$ cat config.mk
export PLATFORM = sky130hd
export DESIGN_NAME = hfa_frame_assist
export DESIGN_NICKNAME = d
export VERILOG_FILES = /design/src/hfa_pkg.sv /design/src/hfa_frame_assist.sv
export SDC_FILE = /design/constraint.sdc
export NUM_CORES = 1
export LEC_CHECK = 0
export ABC_AREA = 1
export BUFFER_PORTS_ARGS = -buffer_cell sky130_fd_sc_hd__buf_2
export CAP_MARGIN = 5
export CORE_MARGIN = 3
export CORE_UTILIZATION = 52
export DETAILED_ROUTE_END_ITERATION = 6
export GPL_ROUTABILITY_DRIVEN = 0
export PLACE_DENSITY = 0.75
export SYNTH_ARGS = -nofsm -noshare
export SYNTH_HDL_FRONTEND = slang
export SYNTH_SLANG_ARGS = --single-unit
$ cat constraint.sdc
create_clock -name core_clk -period 6.05 [get_ports core_clk]
set_input_delay 0.605 -clock core_clk [delete_from_list [all_inputs] [get_ports core_clk]]
set_output_delay 0.605 -clock core_clk [all_outputs]
set_load 0.03 [all_outputs]
$ cat src/hfa_pkg.sv
// Purpose: Shared constants, carriers and state layout of the HDLC frame assist
// Assumes: Byte-wide memory-mapped access from the embedded controller, one clock
// Notes: CRC is the reflected 16-bit frame check, bit 0 of each byte first
package hfa_pkg;

	localparam logic [15:0] HFA_ADDR_RX_BITS = 16'hdc00;
	localparam logic [15:0] HFA_ADDR_RX_PORT = 16'hdc01;
	localparam logic [15:0] HFA_ADDR_TX_BITS = 16'hdc02;
	localparam logic [15:0] HFA_ADDR_TX_PORT = 16'hdc03;
	localparam logic [15:0] HFA_ADDR_CTRL = 16'hdc04;
	localparam logic [15:0] HFA_ADDR_ZD_DATA = 16'hdc08;
	localparam logic [15:0] HFA_ADDR_ZD_STAT = 16'hdc09;
	localparam logic [15:0] HFA_ADDR_CRC_LO = 16'hdc0a;
	localparam logic [15:0] HFA_ADDR_CRC_HI = 16'hdc0b;

	localparam int HFA_RXB_DEPTH = 16;
	localparam int HFA_RXQ_DEPTH = 21;
	localparam int HFA_TXQ_DEPTH = 21;
	localparam int HFA_TXO_BYTES = 16;
	localparam logic [4:0] HFA_RXB_FULL = 5'h10;
	localparam logic [4:0] HFA_Q_FULL = 5'h15;
	localparam logic [7:0] HFA_TXO_FULL = 8'h80;
	localparam logic [4:0] HFA_THR_LOW = 5'h0b;
	localparam logic [4:0] HFA_THR_HIGH = 5'h10;

	localparam logic [7:0] HFA_FLAG = 8'h7e;
	localparam logic [3:0] HFA_BYTE_BITS = 4'h8;
	localparam logic [2:0] HFA_STUFF_RUN = 3'h5;

	localparam int HFA_CS_TX_READY = 0;
	localparam int HFA_CS_RX_DATA = 1;
	localparam int HFA_CS_THR_SEL = 2;
	localparam int HFA_CS_TX_LEVEL = 3;
	localparam int HFA_CS_TX_DATA = 4;
	localparam int HFA_CS_RX_EMPTY = 5;
	localparam int HFA_CS_HOLD = 6;
	localparam int HFA_ZD_READY = 0;
	localparam int HFA_ZD_END = 1;
	localparam int HFA_ZD_OK = 2;
	localparam int HFA_ZD_IN_EMPTY = 3;
	localparam int HFA_ZD_RST = 7;

	localparam logic [15:0] HFA_CRC_INIT = 16'hffff;
	localparam logic [15:0] HFA_CRC_POLY = 16'h8408;
	localparam logic [15:0] HFA_CRC_GOOD = 16'hf0b8;

	typedef struct packed {
		logic [15:0] addr;
		logic [7:0] wdata;
		logic wr;
		logic rd;
	} hfa_bus_req_t;

	typedef struct packed {
		logic [HFA_RXB_DEPTH-1:0][7:0] rxb;
		logic [4:0] rxb_cnt;
		logic rx_busy;
		logic [7:0] rx_left;
		logic [4:0] rx_idx;
		logic [HFA_RXQ_DEPTH-1:0][7:0] rxq;
		logic [4:0] rxq_cnt;
		logic [HFA_TXQ_DEPTH-1:0][7:0] txq;
		logic [4:0] txq_cnt;
		logic tx_busy;
		logic [7:0] tx_left;
		logic [7:0] tx_sh;
		logic [3:0] tx_sh_n;
		logic tx_sh_flag;
		logic [2:0] tx_ones;
		logic tx_stuff;
		logic [HFA_TXO_BYTES*8-1:0] txo;
		logic [7:0] txo_wr;
		logic [3:0] txo_rd;
		logic tx_ready;
		logic rx_data;
		logic thr_sel;
		logic hold;
		logic tx_done;
		logic [7:0] zi;
		logic zi_full;
		logic [3:0] zi_n;
		logic [7:0] zraw;
		logic [3:0] zraw_n;
		logic [7:0] zsh;
		logic [3:0] zsh_n;
		logic [2:0] zones;
		logic [7:0] zo;
		logic zo_full;
		logic zend;
		logic zok;
		logic [15:0] crc;
		logic [7:0] rdata;
	} hfa_state_t;

	function automatic logic [15:0] hfa_crc_step(input logic [15:0] crc, input logic b);
		hfa_crc_step = (crc >> 1) ^ ((crc[0] ^ b) ? HFA_CRC_POLY : 16'h0000);
	endfunction

	function automatic logic [3:0] hfa_take(input logic [7:0] left);
		hfa_take = (left > 8'(HFA_BYTE_BITS)) ? HFA_BYTE_BITS : left[3:0];
	endfunction

endpackage

$ cat src/hfa_frame_assist.sv
// Purpose: HDLC assist: receive deframer, transmit framer, zero-deletion helper
// Assumes: Controller strobes bus_req.wr or bus_req.rd for one cycle per byte access
// Notes: Read data appears on bus_rdata one cycle after the read strobe
`timescale 1ns/100ps

module hfa_frame_assist
	import hfa_pkg::*;
(
	input wire logic core_clk,
	input wire logic nrst,
	input wire hfa_bus_req_t bus_req,
	output logic [7:0] bus_rdata
);

	localparam hfa_state_t HFA_STATE_RST = '{crc: HFA_CRC_INIT, default: '0};

	hfa_state_t s_reg;
	hfa_state_t s_next;

	always_comb begin
		logic wr_hit;
		logic rd_hit;
		logic [4:0] thr;
		logic [3:0] nb;
		logic [7:0] byte_v;
		logic b;
		logic [7:0] raw;
		s_next = s_reg;
		wr_hit = bus_req.wr;
		rd_hit = bus_req.rd;
		thr = s_reg.thr_sel ? HFA_THR_HIGH : HFA_THR_LOW;
		nb = '0;
		byte_v = '0;
		b = 1'b0;
		raw = '0;

		// Reads first, so a pop and a push in one cycle both land
		if (rd_hit) begin
			s_next.rdata = 8'h00;
			case (bus_req.addr)
				HFA_ADDR_RX_PORT: begin
					s_next.rdata = s_reg.rxq[0];
					if (s_reg.rxq_cnt != 5'h00) begin
						for (int i = 0; i < HFA_RXQ_DEPTH - 1; i++) begin
							s_next.rxq[i] = s_reg.rxq[i+1];
						end
						s_next.rxq_cnt = 5'(s_reg.rxq_cnt - 5'h01);
					end
				end
				HFA_ADDR_TX_PORT: begin
					s_next.rdata = s_reg.txo[{s_reg.txo_rd, 3'h0} +: 8];
					s_next.txo_rd = 4'(s_reg.txo_rd + 4'h1);
				end
				HFA_ADDR_CTRL: begin
					s_next.rdata[HFA_CS_TX_READY] = s_reg.tx_ready;
					s_next.rdata[HFA_CS_RX_DATA] = s_reg.rx_data;
					s_next.rdata[HFA_CS_THR_SEL] = s_reg.thr_sel;
					s_next.rdata[HFA_CS_TX_LEVEL] = (s_reg.txq_cnt < thr);
					s_next.rdata[HFA_CS_TX_DATA] = s_reg.tx_done;
					s_next.rdata[HFA_CS_RX_EMPTY] = (s_reg.rxq_cnt == 5'h00);
					s_next.rdata[HFA_CS_HOLD] = s_reg.hold;
				end
				HFA_ADDR_ZD_DATA: begin
					s_next.rdata = s_reg.zo;
					s_next.zo_full = 1'b0;
				end
				HFA_ADDR_ZD_STAT: begin
					s_next.rdata[HFA_ZD_READY] = s_reg.zo_full;
					s_next.rdata[HFA_ZD_END] = s_reg.zend;
					s_next.rdata[HFA_ZD_OK] = s_reg.zok;
					s_next.rdata[HFA_ZD_IN_EMPTY] = ~s_reg.zi_full;
				end
				HFA_ADDR_CRC_LO: s_next.rdata = s_reg.crc[7:0];
				HFA_ADDR_CRC_HI: s_next.rdata = s_reg.crc[15:8];
				default: s_next.rdata = 8'h00;
			endcase
		end

		// Receive deframer, one buffered byte per cycle; stalls on a full queue
		if (s_reg.rx_busy) begin
			if (s_reg.rx_left == 8'h00 || s_reg.rx_idx >= s_reg.rxb_cnt) begin
				s_next.rx_busy = 1'b0;
				s_next.rxb_cnt = 5'h00;
				s_next.rx_data = 1'b0;
			end else if (s_next.rxq_cnt < HFA_Q_FULL) begin
				nb = hfa_take(s_reg.rx_left);
				byte_v = s_reg.rxb[s_reg.rx_idx[3:0]] & (8'hff >> (HFA_BYTE_BITS - nb));
				if (byte_v != HFA_FLAG) begin
					s_next.rxq[s_next.rxq_cnt] = byte_v;
					s_next.rxq_cnt = 5'(s_next.rxq_cnt + 5'h01);
				end
				s_next.rx_left = 8'(s_reg.rx_left - 8'(nb));
				s_next.rx_idx = 5'(s_reg.rx_idx + 5'h01);
			end
		end

		// Transmit framer, at most one output bit per cycle; a byte-load cycle emits none
		if (s_reg.tx_busy) begin
			if (s_reg.txo_wr >= HFA_TXO_FULL) begin
				s_next.tx_busy = 1'b0;
			end else if (s_reg.tx_stuff) begin
				s_next.txo[s_reg.txo_wr[6:0]] = 1'b0;
				s_next.txo_wr = 8'(s_reg.txo_wr + 8'h01);
				s_next.tx_stuff = 1'b0;
				s_next.tx_ones = 3'h0;
			end else if (s_reg.tx_sh_n == 4'h0) begin
				if (s_reg.tx_left == 8'h00) begin
					s_next.tx_busy = 1'b0;
					s_next.tx_done = 1'b1;
				end else if (s_reg.txq_cnt != 5'h00) begin
					s_next.tx_sh = s_reg.txq[0];
					s_next.tx_sh_n = hfa_take(s_reg.tx_left);
					s_next.tx_sh_flag = 1'b0;
					for (int i = 0; i < HFA_TXQ_DEPTH - 1; i++) begin
						s_next.txq[i] = s_reg.txq[i+1];
					end
					s_next.txq_cnt = 5'(s_reg.txq_cnt - 5'h01);
				end else begin
					s_next.tx_sh = HFA_FLAG;
					s_next.tx_sh_n = HFA_BYTE_BITS;
					s_next.tx_sh_flag = 1'b1;
					s_next.tx_ready = 1'b0;
				end
			end else begin
				b = s_reg.tx_sh[0];
				s_next.txo[s_reg.txo_wr[6:0]] = b;
				s_next.txo_wr = 8'(s_reg.txo_wr + 8'h01);
				s_next.tx_sh = s_reg.tx_sh >> 1;
				s_next.tx_sh_n = 4'(s_reg.tx_sh_n - 4'h1);
				if (s_reg.tx_sh_flag) begin
					// Flags are never stuffed and break any run of ones
					s_next.tx_ones = 3'h0;
				end else begin
					s_next.tx_left = 8'(s_reg.tx_left - 8'h01);
					s_next.tx_ones = b ? 3'(s_reg.tx_ones + 3'h1) : 3'h0;
					s_next.tx_stuff = b && (3'(s_reg.tx_ones + 3'h1) == HFA_STUFF_RUN);
				end
			end
		end
		if (s_next.txq_cnt >= thr) begin
			s_next.tx_ready = 1'b1;
		end

		// Zero-deletion helper; bits leave an 8-bit window so flag bits never reach output
		if (s_reg.zsh_n == HFA_BYTE_BITS && !s_next.zo_full) begin
			s_next.zo = s_reg.zsh;
			s_next.zo_full = 1'b1;
			s_next.zsh_n = 4'h0;
		end else if (s_reg.zi_full && s_reg.zsh_n != HFA_BYTE_BITS) begin
			b = s_reg.zi[s_reg.zi_n[2:0]];
			raw = {b, s_reg.zraw[7:1]};
			s_next.zraw = raw;
			s_next.zi_n = 4'(s_reg.zi_n + 4'h1);
			if (s_next.zi_n == HFA_BYTE_BITS) begin
				s_next.zi_full = 1'b0;
			end
			if (raw == HFA_FLAG) begin
				s_next.zend = 1'b1;
				s_next.zok = (s_reg.crc == HFA_CRC_GOOD);
				s_next.crc = HFA_CRC_INIT;
				s_next.zraw_n = 4'h0;
				s_next.zsh_n = 4'h0;
				s_next.zones = 3'h0;
			end else if (s_reg.zraw_n != HFA_BYTE_BITS) begin
				s_next.zraw_n = 4'(s_reg.zraw_n + 4'h1);
			end else if (s_reg.zones == HFA_STUFF_RUN && !s_reg.zraw[0]) begin
				s_next.zones = 3'h0;
			end else begin
				s_next.zsh = {s_reg.zraw[0], s_reg.zsh[7:1]};
				s_next.zsh_n = 4'(s_reg.zsh_n + 4'h1);
				s_next.crc = hfa_crc_step(s_reg.crc, s_reg.zraw[0]);
				if (!s_reg.zraw[0]) begin
					s_next.zones = 3'h0;
				end else if (s_reg.zones != 3'h7) begin
					s_next.zones = 3'(s_reg.zones + 3'h1);
				end
			end
		end

		// Writes last: firmware actions win over engine updates of the same cycle
		if (wr_hit) begin
			case (bus_req.addr)
				HFA_ADDR_RX_BITS: begin
					s_next.rx_left = bus_req.wdata;
					s_next.rx_idx = 5'h00;
					s_next.rx_busy = 1'b1;
				end
				HFA_ADDR_RX_PORT: begin
					if (s_next.rxb_cnt < HFA_RXB_FULL && !s_reg.rx_busy) begin
						s_next.rxb[s_next.rxb_cnt[3:0]] = bus_req.wdata;
						s_next.rxb_cnt = 5'(s_next.rxb_cnt + 5'h01);
					end
				end
				HFA_ADDR_TX_BITS: begin
					s_next.tx_left = bus_req.wdata;
					s_next.tx_done = 1'b0;
					s_next.tx_busy = 1'b1;
					s_next.txo_wr = 8'h00;
					s_next.txo_rd = 4'h0;
					s_next.tx_sh_n = 4'h0;
					s_next.tx_stuff = 1'b0;
					s_next.tx_ones = 3'h0;
				end
				HFA_ADDR_TX_PORT: begin
					if (s_next.txq_cnt < HFA_Q_FULL) begin
						s_next.txq[s_next.txq_cnt] = bus_req.wdata;
						s_next.txq_cnt = 5'(s_next.txq_cnt + 5'h01);
					end
				end
				HFA_ADDR_CTRL: begin
					s_next.rx_data = bus_req.wdata[HFA_CS_RX_DATA];
					s_next.thr_sel = bus_req.wdata[HFA_CS_THR_SEL];
					s_next.hold = bus_req.wdata[HFA_CS_HOLD];
				end
				HFA_ADDR_ZD_DATA: begin
					s_next.zi = bus_req.wdata;
					s_next.zi_full = 1'b1;
					s_next.zi_n = 4'h0;
				end
				HFA_ADDR_ZD_STAT: begin
					if (bus_req.wdata[HFA_ZD_RST]) begin
						s_next.zi_full = 1'b0;
						s_next.zi_n = 4'h0;
						s_next.zraw = 8'h00;
						s_next.zraw_n = 4'h0;
						s_next.zsh_n = 4'h0;
						s_next.zones = 3'h0;
						s_next.zo_full = 1'b0;
						s_next.zend = 1'b0;
						s_next.zok = 1'b0;
						s_next.crc = HFA_CRC_INIT;
					end
				end
				default: begin
				end
			endcase
		end

		// Held reset clears both HDLC paths and rx_data but keeps thr_sel and hold
		if (s_next.hold) begin
			s_next.rxb_cnt = 5'h00;
			s_next.rx_busy = 1'b0;
			s_next.rxq_cnt = 5'h00;
			s_next.txq_cnt = 5'h00;
			s_next.tx_busy = 1'b0;
			s_next.tx_sh_n = 4'h0;
			s_next.tx_stuff = 1'b0;
			s_next.tx_ones = 3'h0;
			s_next.txo_wr = 8'h00;
			s_next.txo_rd = 4'h0;
			s_next.tx_ready = 1'b0;
			s_next.tx_done = 1'b0;
			s_next.rx_data = 1'b0;
		end
	end

	always_ff @(posedge core_clk or negedge nrst) begin
		if (!nrst) begin
			s_reg <= HFA_STATE_RST;
		end else begin
			s_reg <= s_next;
		end
	end

	assign bus_rdata = s_reg.rdata;

endmodule

==> results of run 1 <==
==> worst max-delay path by stage <==
| stage | slack, ns | from | end |
|---|---|---|---|
| finish | 1.75 | s_reg[246] | s_reg[413] |
| global route | 1.36 | s_reg[246] | s_reg[417] |
| CTS | 1.77 | s_reg[246] | s_reg[413] |
| detailed placement | 1.80 | s_reg[246] | s_reg[413] |
| global placement | 1.89 | s_reg[246] | s_reg[411] |
| floorplan | 3.04 | s_reg[225] | s_reg[416] |
==> cells by family after synthesis <==
kind of cell | count (synthesis)
adder cells (fa/ha/maj) | 46
other | 1
multiplexers | 223
flip-flops | 739
buffers and inverters | 611
XOR/XNOR | 24
AO/OA/AOI/OAI | 979
AND/OR/NAND/NOR | 2215
==> critical path, stage by stage (launching register included) <==
cell and delay (ns):
dfrtp_1 0.39, inv_1 0.11, ha_1 0.21, nand3_2 0.11
nor2_1 0.49, nor2_2 0.19, nand2_8 0.49, nand2_1 0.11
o21a_1 0.21, inv_1 0.11, ha_1 0.14, nand2_1 0.42
nor4_1 0.46, nand3_1 0.42, nand2_1 0.17, o21ai_0 0.09
==> synthesized netlist by cell type, types with 13 or more instances <==
| cell type | count |
|---|---|
| a21oi_1 | 99 |
| buf_2 | 35 |
| buf_6 | 17 |
| clkbuf_1 | 190 |
| dfrtp_1 | 723 |
| dfstp_2 | 16 |
| ha_1 | 46 |
| inv_1 | 301 |
| inv_2 | 35 |
| mux2_2 | 210 |
| mux2i_1 | 13 |
| nand2_1 | 1478 |
| nand2_2 | 13 |
| nand3_1 | 109 |
| nand4_1 | 143 |
| nor2_1 | 374 |
| nor2_8 | 14 |
| nor3_1 | 21 |
| o211ai_1 | 31 |
| o21ai_0 | 747 |
| o21ai_1 | 36 |
| o221ai_1 | 15 |
| xor2_1 | 18 |
==> power breakdown <==
group,internal (mW),switching (mW)
logic,0.0396,0.252
registers,4.95,0.00619
clock network,3.07,2.10
total,8.06,2.36
==> routing by layer <==
| metal | global-route usage | routed length [um] |
|---|---|---|
| met4 | 0.07529 | 2562 |
| met5 | 0 | 0 |
| met2 | 0.3886 | 44280 |
| met3 | 0.04284 | 7337 |
| met1 | 0.3769 | 46380 |
==> final cells by class <==
| cell class | count | area, um^2 | share of cell area |
|---|---|---|---|
| Clock buffer | 122 | 2402 | 0.05672 |
| Tap cell | 959 | 1200 | 0.02833 |
| Inverter | 347 | 1310 | 0.03093 |
| Timing Repair Buffer | 80 | 573.1 | 0.01353 |
| Sequential cell | 739 | 18520 | 0.4372 |
| Antenna cell | 1 | 2.502 | 0.00005909 |
| Multi-Input combinational cell | 3488 | 17940 | 0.4237 |
| Clock inverter | 26 | 404.1 | 0.009543 |
==> results.txt, run 1 <==
die height = 279.7 um
Die W = 279.7 um
Seq/Total Area, Yosys = 0.4751
min cycle time layout = 4.296 ns
DR WL/cell = 17.45 um
worst path required time = 6.51 ns
dominant cells by area after synthesis = dfrtp_1 (46%), nand2_1 (14%), o21ai_0 (9.6%)
post-CTS resize count = 0
CTS sink count = 739
worst r2r src = s_reg[246]
Initial Util = 0.5296
Worst R2R Path Depth = 15
XOR/XNOR Fraction of Synth Area = 0.005395
CTS Hold Bufs = 0
maximum number of pins on one net before global-route repair = 151
1st-iter DRT viols = 3423
Main synth FF type = dfrtp_1
CP max FO = 95
Worst EP arrival = 4.75 ns
routed via count = 32830
setup TNS = 0 ns
fin nets = 4811
clk buf depth = 3
Post-synth ARST share = 1.000
worst vdd ir = 0.2161 mV
post-layout util = 0.5756
Yosys top cell by area = dfrtp_1
P_leak = 21.44 nW
commonest non-fill, non-tap cell in the layout = nand2_1
RR Endpoint = s_reg[413]
CTS root buf = clkbuf_16
grt ovf = 0
Post-Syn Area = 38960 um^2
H-tree levels = 3
Synth Net Count = 4912
Post-Syn Area per Cell = 8.054 um^2
Synth Area in Compound Gates = 0.1329
# DRC = 0
Row Count = 99
number of global-route vias before repair = 30900
Via density = 5.697
RSZ-0062 raised after global routing = false
later-pin clock latency in the skew report = 0.65 ns
highest clock rate = 0.2328 GHz
Final Hold Viols = 0
Layout area overhead = 8.693%
DP Worst Slack = 1.799 ns
Crit. End Element = flop
synthesized instance count = 4838
Cell Pwr Density = 245.9 nW/um^2
Worst Setup Start Kind = flop
HPWL after DPL = 62.30 mm
EDFF count, synth = 0
gr usage total = 0.2554
clock buffer count from CTS = 81
final worst setup slack = 1.754 ns
DRT Pass-1 Iters = 6
adder-cell share of the synthesized area = 0.01477
most frequent cells in the layout = nand2_1 (1478), o21ai_0 (746), dfrtp_1 (720), nor2_1 (371), inv_1 (301)
Hold Slack = 0.03399 ns
Post-DP Area = 39540 um^2
total power = 10.42 mW
Clock Skew = 0.03243 ns
largest family of logic cells by synthesized area = simple AND/OR/NAND/NOR gates
initial antenna violation count = 2
fillers = 6500
Hold Crit Class = in -> async
Post-Place Cells = 5613
R2R setup slack = 1.75 ns
maxcap violations = 0
first-pass GRT wire length = 164.4 mm
yosys warns = 0
count of different cell masters after synthesis = 60
Final Instance Area = 42350 um^2
DRT Wirelength = 100.6 mm
Yosys reg bits = 739
Slew Limit Fails = 0
io pins = 36
PortBufs = 35
setup violators final = 0
max reg flops = 731
post-synth top area share = 0.4643
CTS clk-pin slew, worst paths = 0.06 ns
critical path type = reg -> reg
TritonCTS clock tree = yes
Simple-Gate Fraction of Synth Area = 0.2428
post-route ant nets = 0
Core ar. = 73580 um^2
Worst Tran Pin Value = 1.191 ns
Worst slew margin = 0.2054
share of cells above drive strength 1 = 0.1166
proportion of synthesized area in mux cells = 0.06403
Tcrit/Tclk final = 0.7100
DIE AREA = 78250 um^2
post-CTS setup buffers = 0
outcome = complete, no violations
Layout Cells excl Fill = 5762
No activity file was read; power rests on OpenSTA's default activity.
==> inputs of run 2 (changes only) <==
--- a/config.mk
+++ b/config.mk
@@ -12,7 +12,7 @@
 export CORE_UTILIZATION = 52
 export DETAILED_ROUTE_END_ITERATION = 6
 export GPL_ROUTABILITY_DRIVEN = 0
-export PLACE_DENSITY = 0.75
+export PLACE_DENSITY = 0.77
 export SYNTH_ARGS = -nofsm -noshare
 export SYNTH_HDL_FRONTEND = slang
 export SYNTH_SLANG_ARGS = --single-unit
==> constraint.sdc (replaced) <==
create_clock -name core_clk -period 3.6 [get_ports core_clk]
set_input_delay 0.36 -clock core_clk [delete_from_list [all_inputs] [get_ports core_clk]]
set_output_delay 0.36 -clock core_clk [all_outputs]
set_load 0.03 [all_outputs]
==> run 2 against run 1 <==
  * Global-route usage up 0.15 points
  * Largest power group unchanged
  * Non-clock buffer count rose by 55
  * Setup slack worse by 1.4 ns
  * Die area is the same
  * Largest cell class unchanged
  * Sequential share of layout area shrank 0.49 points
  * Maximum frequency is 31% higher
  * Final cell count up 0.90%
  * Combinational power up 82%
  * Routed wire length rose by 1.1%
  * Critical endpoint is now s_reg[309]
  * The run now ends with design-rule violations left
  * Hold slack better by 0.090 ns
==> results.txt, run 2 (synthesis gave the netlist of run 1 again) <==
outcome = finished with violations
violated checks = design-rule violations
Worst EP arrival = 3.87 ns (-0.88 ns)
# DRC = 1 (+1)
post-layout util = 0.5821 (+0.006546)
Hold Path Depth = 3
maxcap violations = 0 (unchanged)
commonest non-fill, non-tap cell in the layout = nand2_1
CP max FO = 16 (-83%)
WP buf/inv = 2 (unchanged)
Initial Util = 0.5296 (unchanged)
DRT Pass-1 Iters = 7 (+1)
Slew Limit Fails = 0 (unchanged)
HPWL after DPL = 64.32 mm (+3.3%)
CP dominant cell by count = nand2_1
CTS sink count = 739 (unchanged)
worst r2r src = s_reg[225]
RR Endpoint = s_reg[309]
first-pass GRT wire length = 165.5 mm (+0.66%)
worst vdd ir = 0.3401 mV (+57%)
hold endpoint = bus_rdata[7]
TritonCTS clock tree = yes
critical path type = reg -> reg
setup TNS = 0 ns (unchanged)
Via density = 5.712 (+0.26%)
hold wc startpoint = bus_req[0]
DIE AREA = 78250 um^2 (unchanged)
grt ovf = 0 (unchanged)
Cell Pwr Density = 406.0 nW/um^2 (+65%)
RSZ-0062 raised after global routing = true
Worst Tran Pin Value = 1.148 ns (-0.04287 ns)
Tcrit/Tclk final = 0.9134 (+0.2034)
fillers = 6353 (-2.3%)
P_leak = 21.70 nW (+1.2%)
Worst slew margin = 0.2340 (+0.02861)
Crit. End Element = flop
Clock Skew = 0.02641 ns (-0.006027 ns)
DR WL/cell = 17.48 um (+0.16%)
post-CTS setup buffers = 0 (unchanged)
number of global-route vias before repair = 31380 (+1.6%)
most frequent cells in the layout = nand2_1 (1478), o21ai_0 (746), dfrtp_1 (720), nor2_1 (371), inv_1 (301)
PortBufs = 35 (unchanged)
CP top delay family = simple AND/OR/NAND/NOR gates
Hold Crit Class = in -> reg
DRT Wirelength = 101.6 mm (+1.1%)
worst path required time = 4.18 ns (-2.33 ns)
min cycle time layout = 3.288 ns (-1.007 ns)
Crit-path slowest cell = nand3_1
Row Count = 99 (unchanged)
CTS root buf = clkbuf_16
gr usage total = 0.2569 (+0.001467)
routed via count = 33210 (+1.2%)
Final Hold Viols = 0 (unchanged)
clock buffer count from CTS = 80 (-1.2%)
setup violators final = 0 (unchanged)
worst path cell trace = inv_1 -> ha_1 -> nand2_2 -> clkinv_4 -> nand2_4 -> nor2_4 -> nand2_8 -> nand2_1 -> o21a_1 -> ha_1 -> nand3_1 -> o21ai_0 -> nand2_1 -> nand2_1 -> nand2_1 -> nand2_1
max reg flops = 731 (unchanged)
n_diodes = 0 (-1)
Layout area overhead = 9.929%
Worst Setup Start Kind = flop
initial antenna violation count = 2 (unchanged)
Worst R2R Path Depth = 16 (+1)
Die W = 279.7 um (unchanged)
CP peak stage delay = 0.49 ns (about the same)
1st-iter DRT viols = 3453 (+0.88%)
die height = 279.7 um (unchanged)
H-tree levels = 3 (unchanged)
fin nets = 4866 (+1.1%)
R2R setup slack = 0.31 ns (-1.44 ns)
clk buf depth = 3 (unchanged)
share of cells above drive strength 1 = 0.1269 (+0.01026)
highest clock rate = 0.3041 GHz (+31%)
io pins = 36 (unchanged)
post-route ant nets = 0 (unchanged)
later-pin clock latency in the skew report = 0.65 ns (about the same)
CTS clk-pin slew, worst paths = 0.06 ns (about the same)
Core ar. = 73580 um^2 (unchanged)
maximum number of pins on one net before global-route repair = 234 (+55%)
run 2: cell count changes in the layout (fill, tap and decap cells not counted), moves of 3 or more:
cell        change
buf_12          +9
buf_4          +45
clkbuf_8        +3
clkinv_2        -4
clkinvlp_4      +3
run 2: cell type report:
cell class	count	area (um^2)	share of cell area
timing repair buffer	135	1101	0.02571
clock buffer	122	2390	0.05579
multi-input combinational	3489	17970	0.4195
tap	959	1200	0.02801
inverter	347	1310	0.03058
clock inverter	23	347.8	0.008121
sequential	739	18520	0.4323
run 2: power by group:
group / internal, mW / switching (mW) / leakage [nW]
combinational: 0.0951 / 0.437 / 10.6
sequential: 8.32 / 0.00859 / 9.77
clock: 4.98 / 3.55 / 1.34
run 2: repair_timing:
| action | CTS | global route |
|---|---|---|
| hold endpoints to repair | 60 | 0 |
| hold buffers | 1 | 0 |
| resized for setup | 0 | 3 |
| setup endpoints to repair | 0 | 84 |
run 2: worst max path at each step:
stage / end / slack [ns] / depth (start not counted) / start
floorplan: s_reg[416] / 0.59 / 16 / s_reg[225]
global placement: s_reg[490] / 0.37 / 18 / bus_req[17]
detailed placement: s_reg[493] / 0.30 / 18 / s_reg[601]
CTS: s_reg[493] / 0.25 / 20 / s_reg[601]
global route: s_reg[404] / -0.04 / 16 / s_reg[225]
finish: s_reg[309] / 0.31 / 16 / s_reg[225]
run 2: worst reg2reg max path, delay by kind of cell (launching register included):
kind | cells | cell delay (ns)
AOI/OAI and AO/OA | 2 | 0.60
adders and majority gates | 2 | 0.58
and+or+nand+nor | 10 | 1.41
DFF | 1 | 0.39
buffers and inverters | 2 | 0.24
run 2: stage by stage:
stage / hold WS (ns) / power [mW] / instance area (um^2) / instances / worst slack, ns
after floorplan: 0.06441 / 8.659 / 38960 / 4838 / 0.5927
after detailed placement: 0.4440 / 9.006 / 40060 / 5667 / 0.2984
after global routing: 0.1503 / 17.91 / 42830 / 5814 / -0.04313
final: 0.1240 / 17.39 / 42830 / 5814 / 0.3118
after CTS: 0.09777 / 17.51 / 42810 / 5813 / 0.2486
after global placement: 0.4467 / 9.003 / 40060 / 5667 / 0.3726
run 2: per-layer routing:
metal  track usage  vias up  share of wire
met3       0.05050      189          0.081
met5             0        -        0.00012
met2        0.3989     1281           0.45
li1              -    15830              -
met4       0.07449        2          0.024
met1        0.3677    15900           0.45
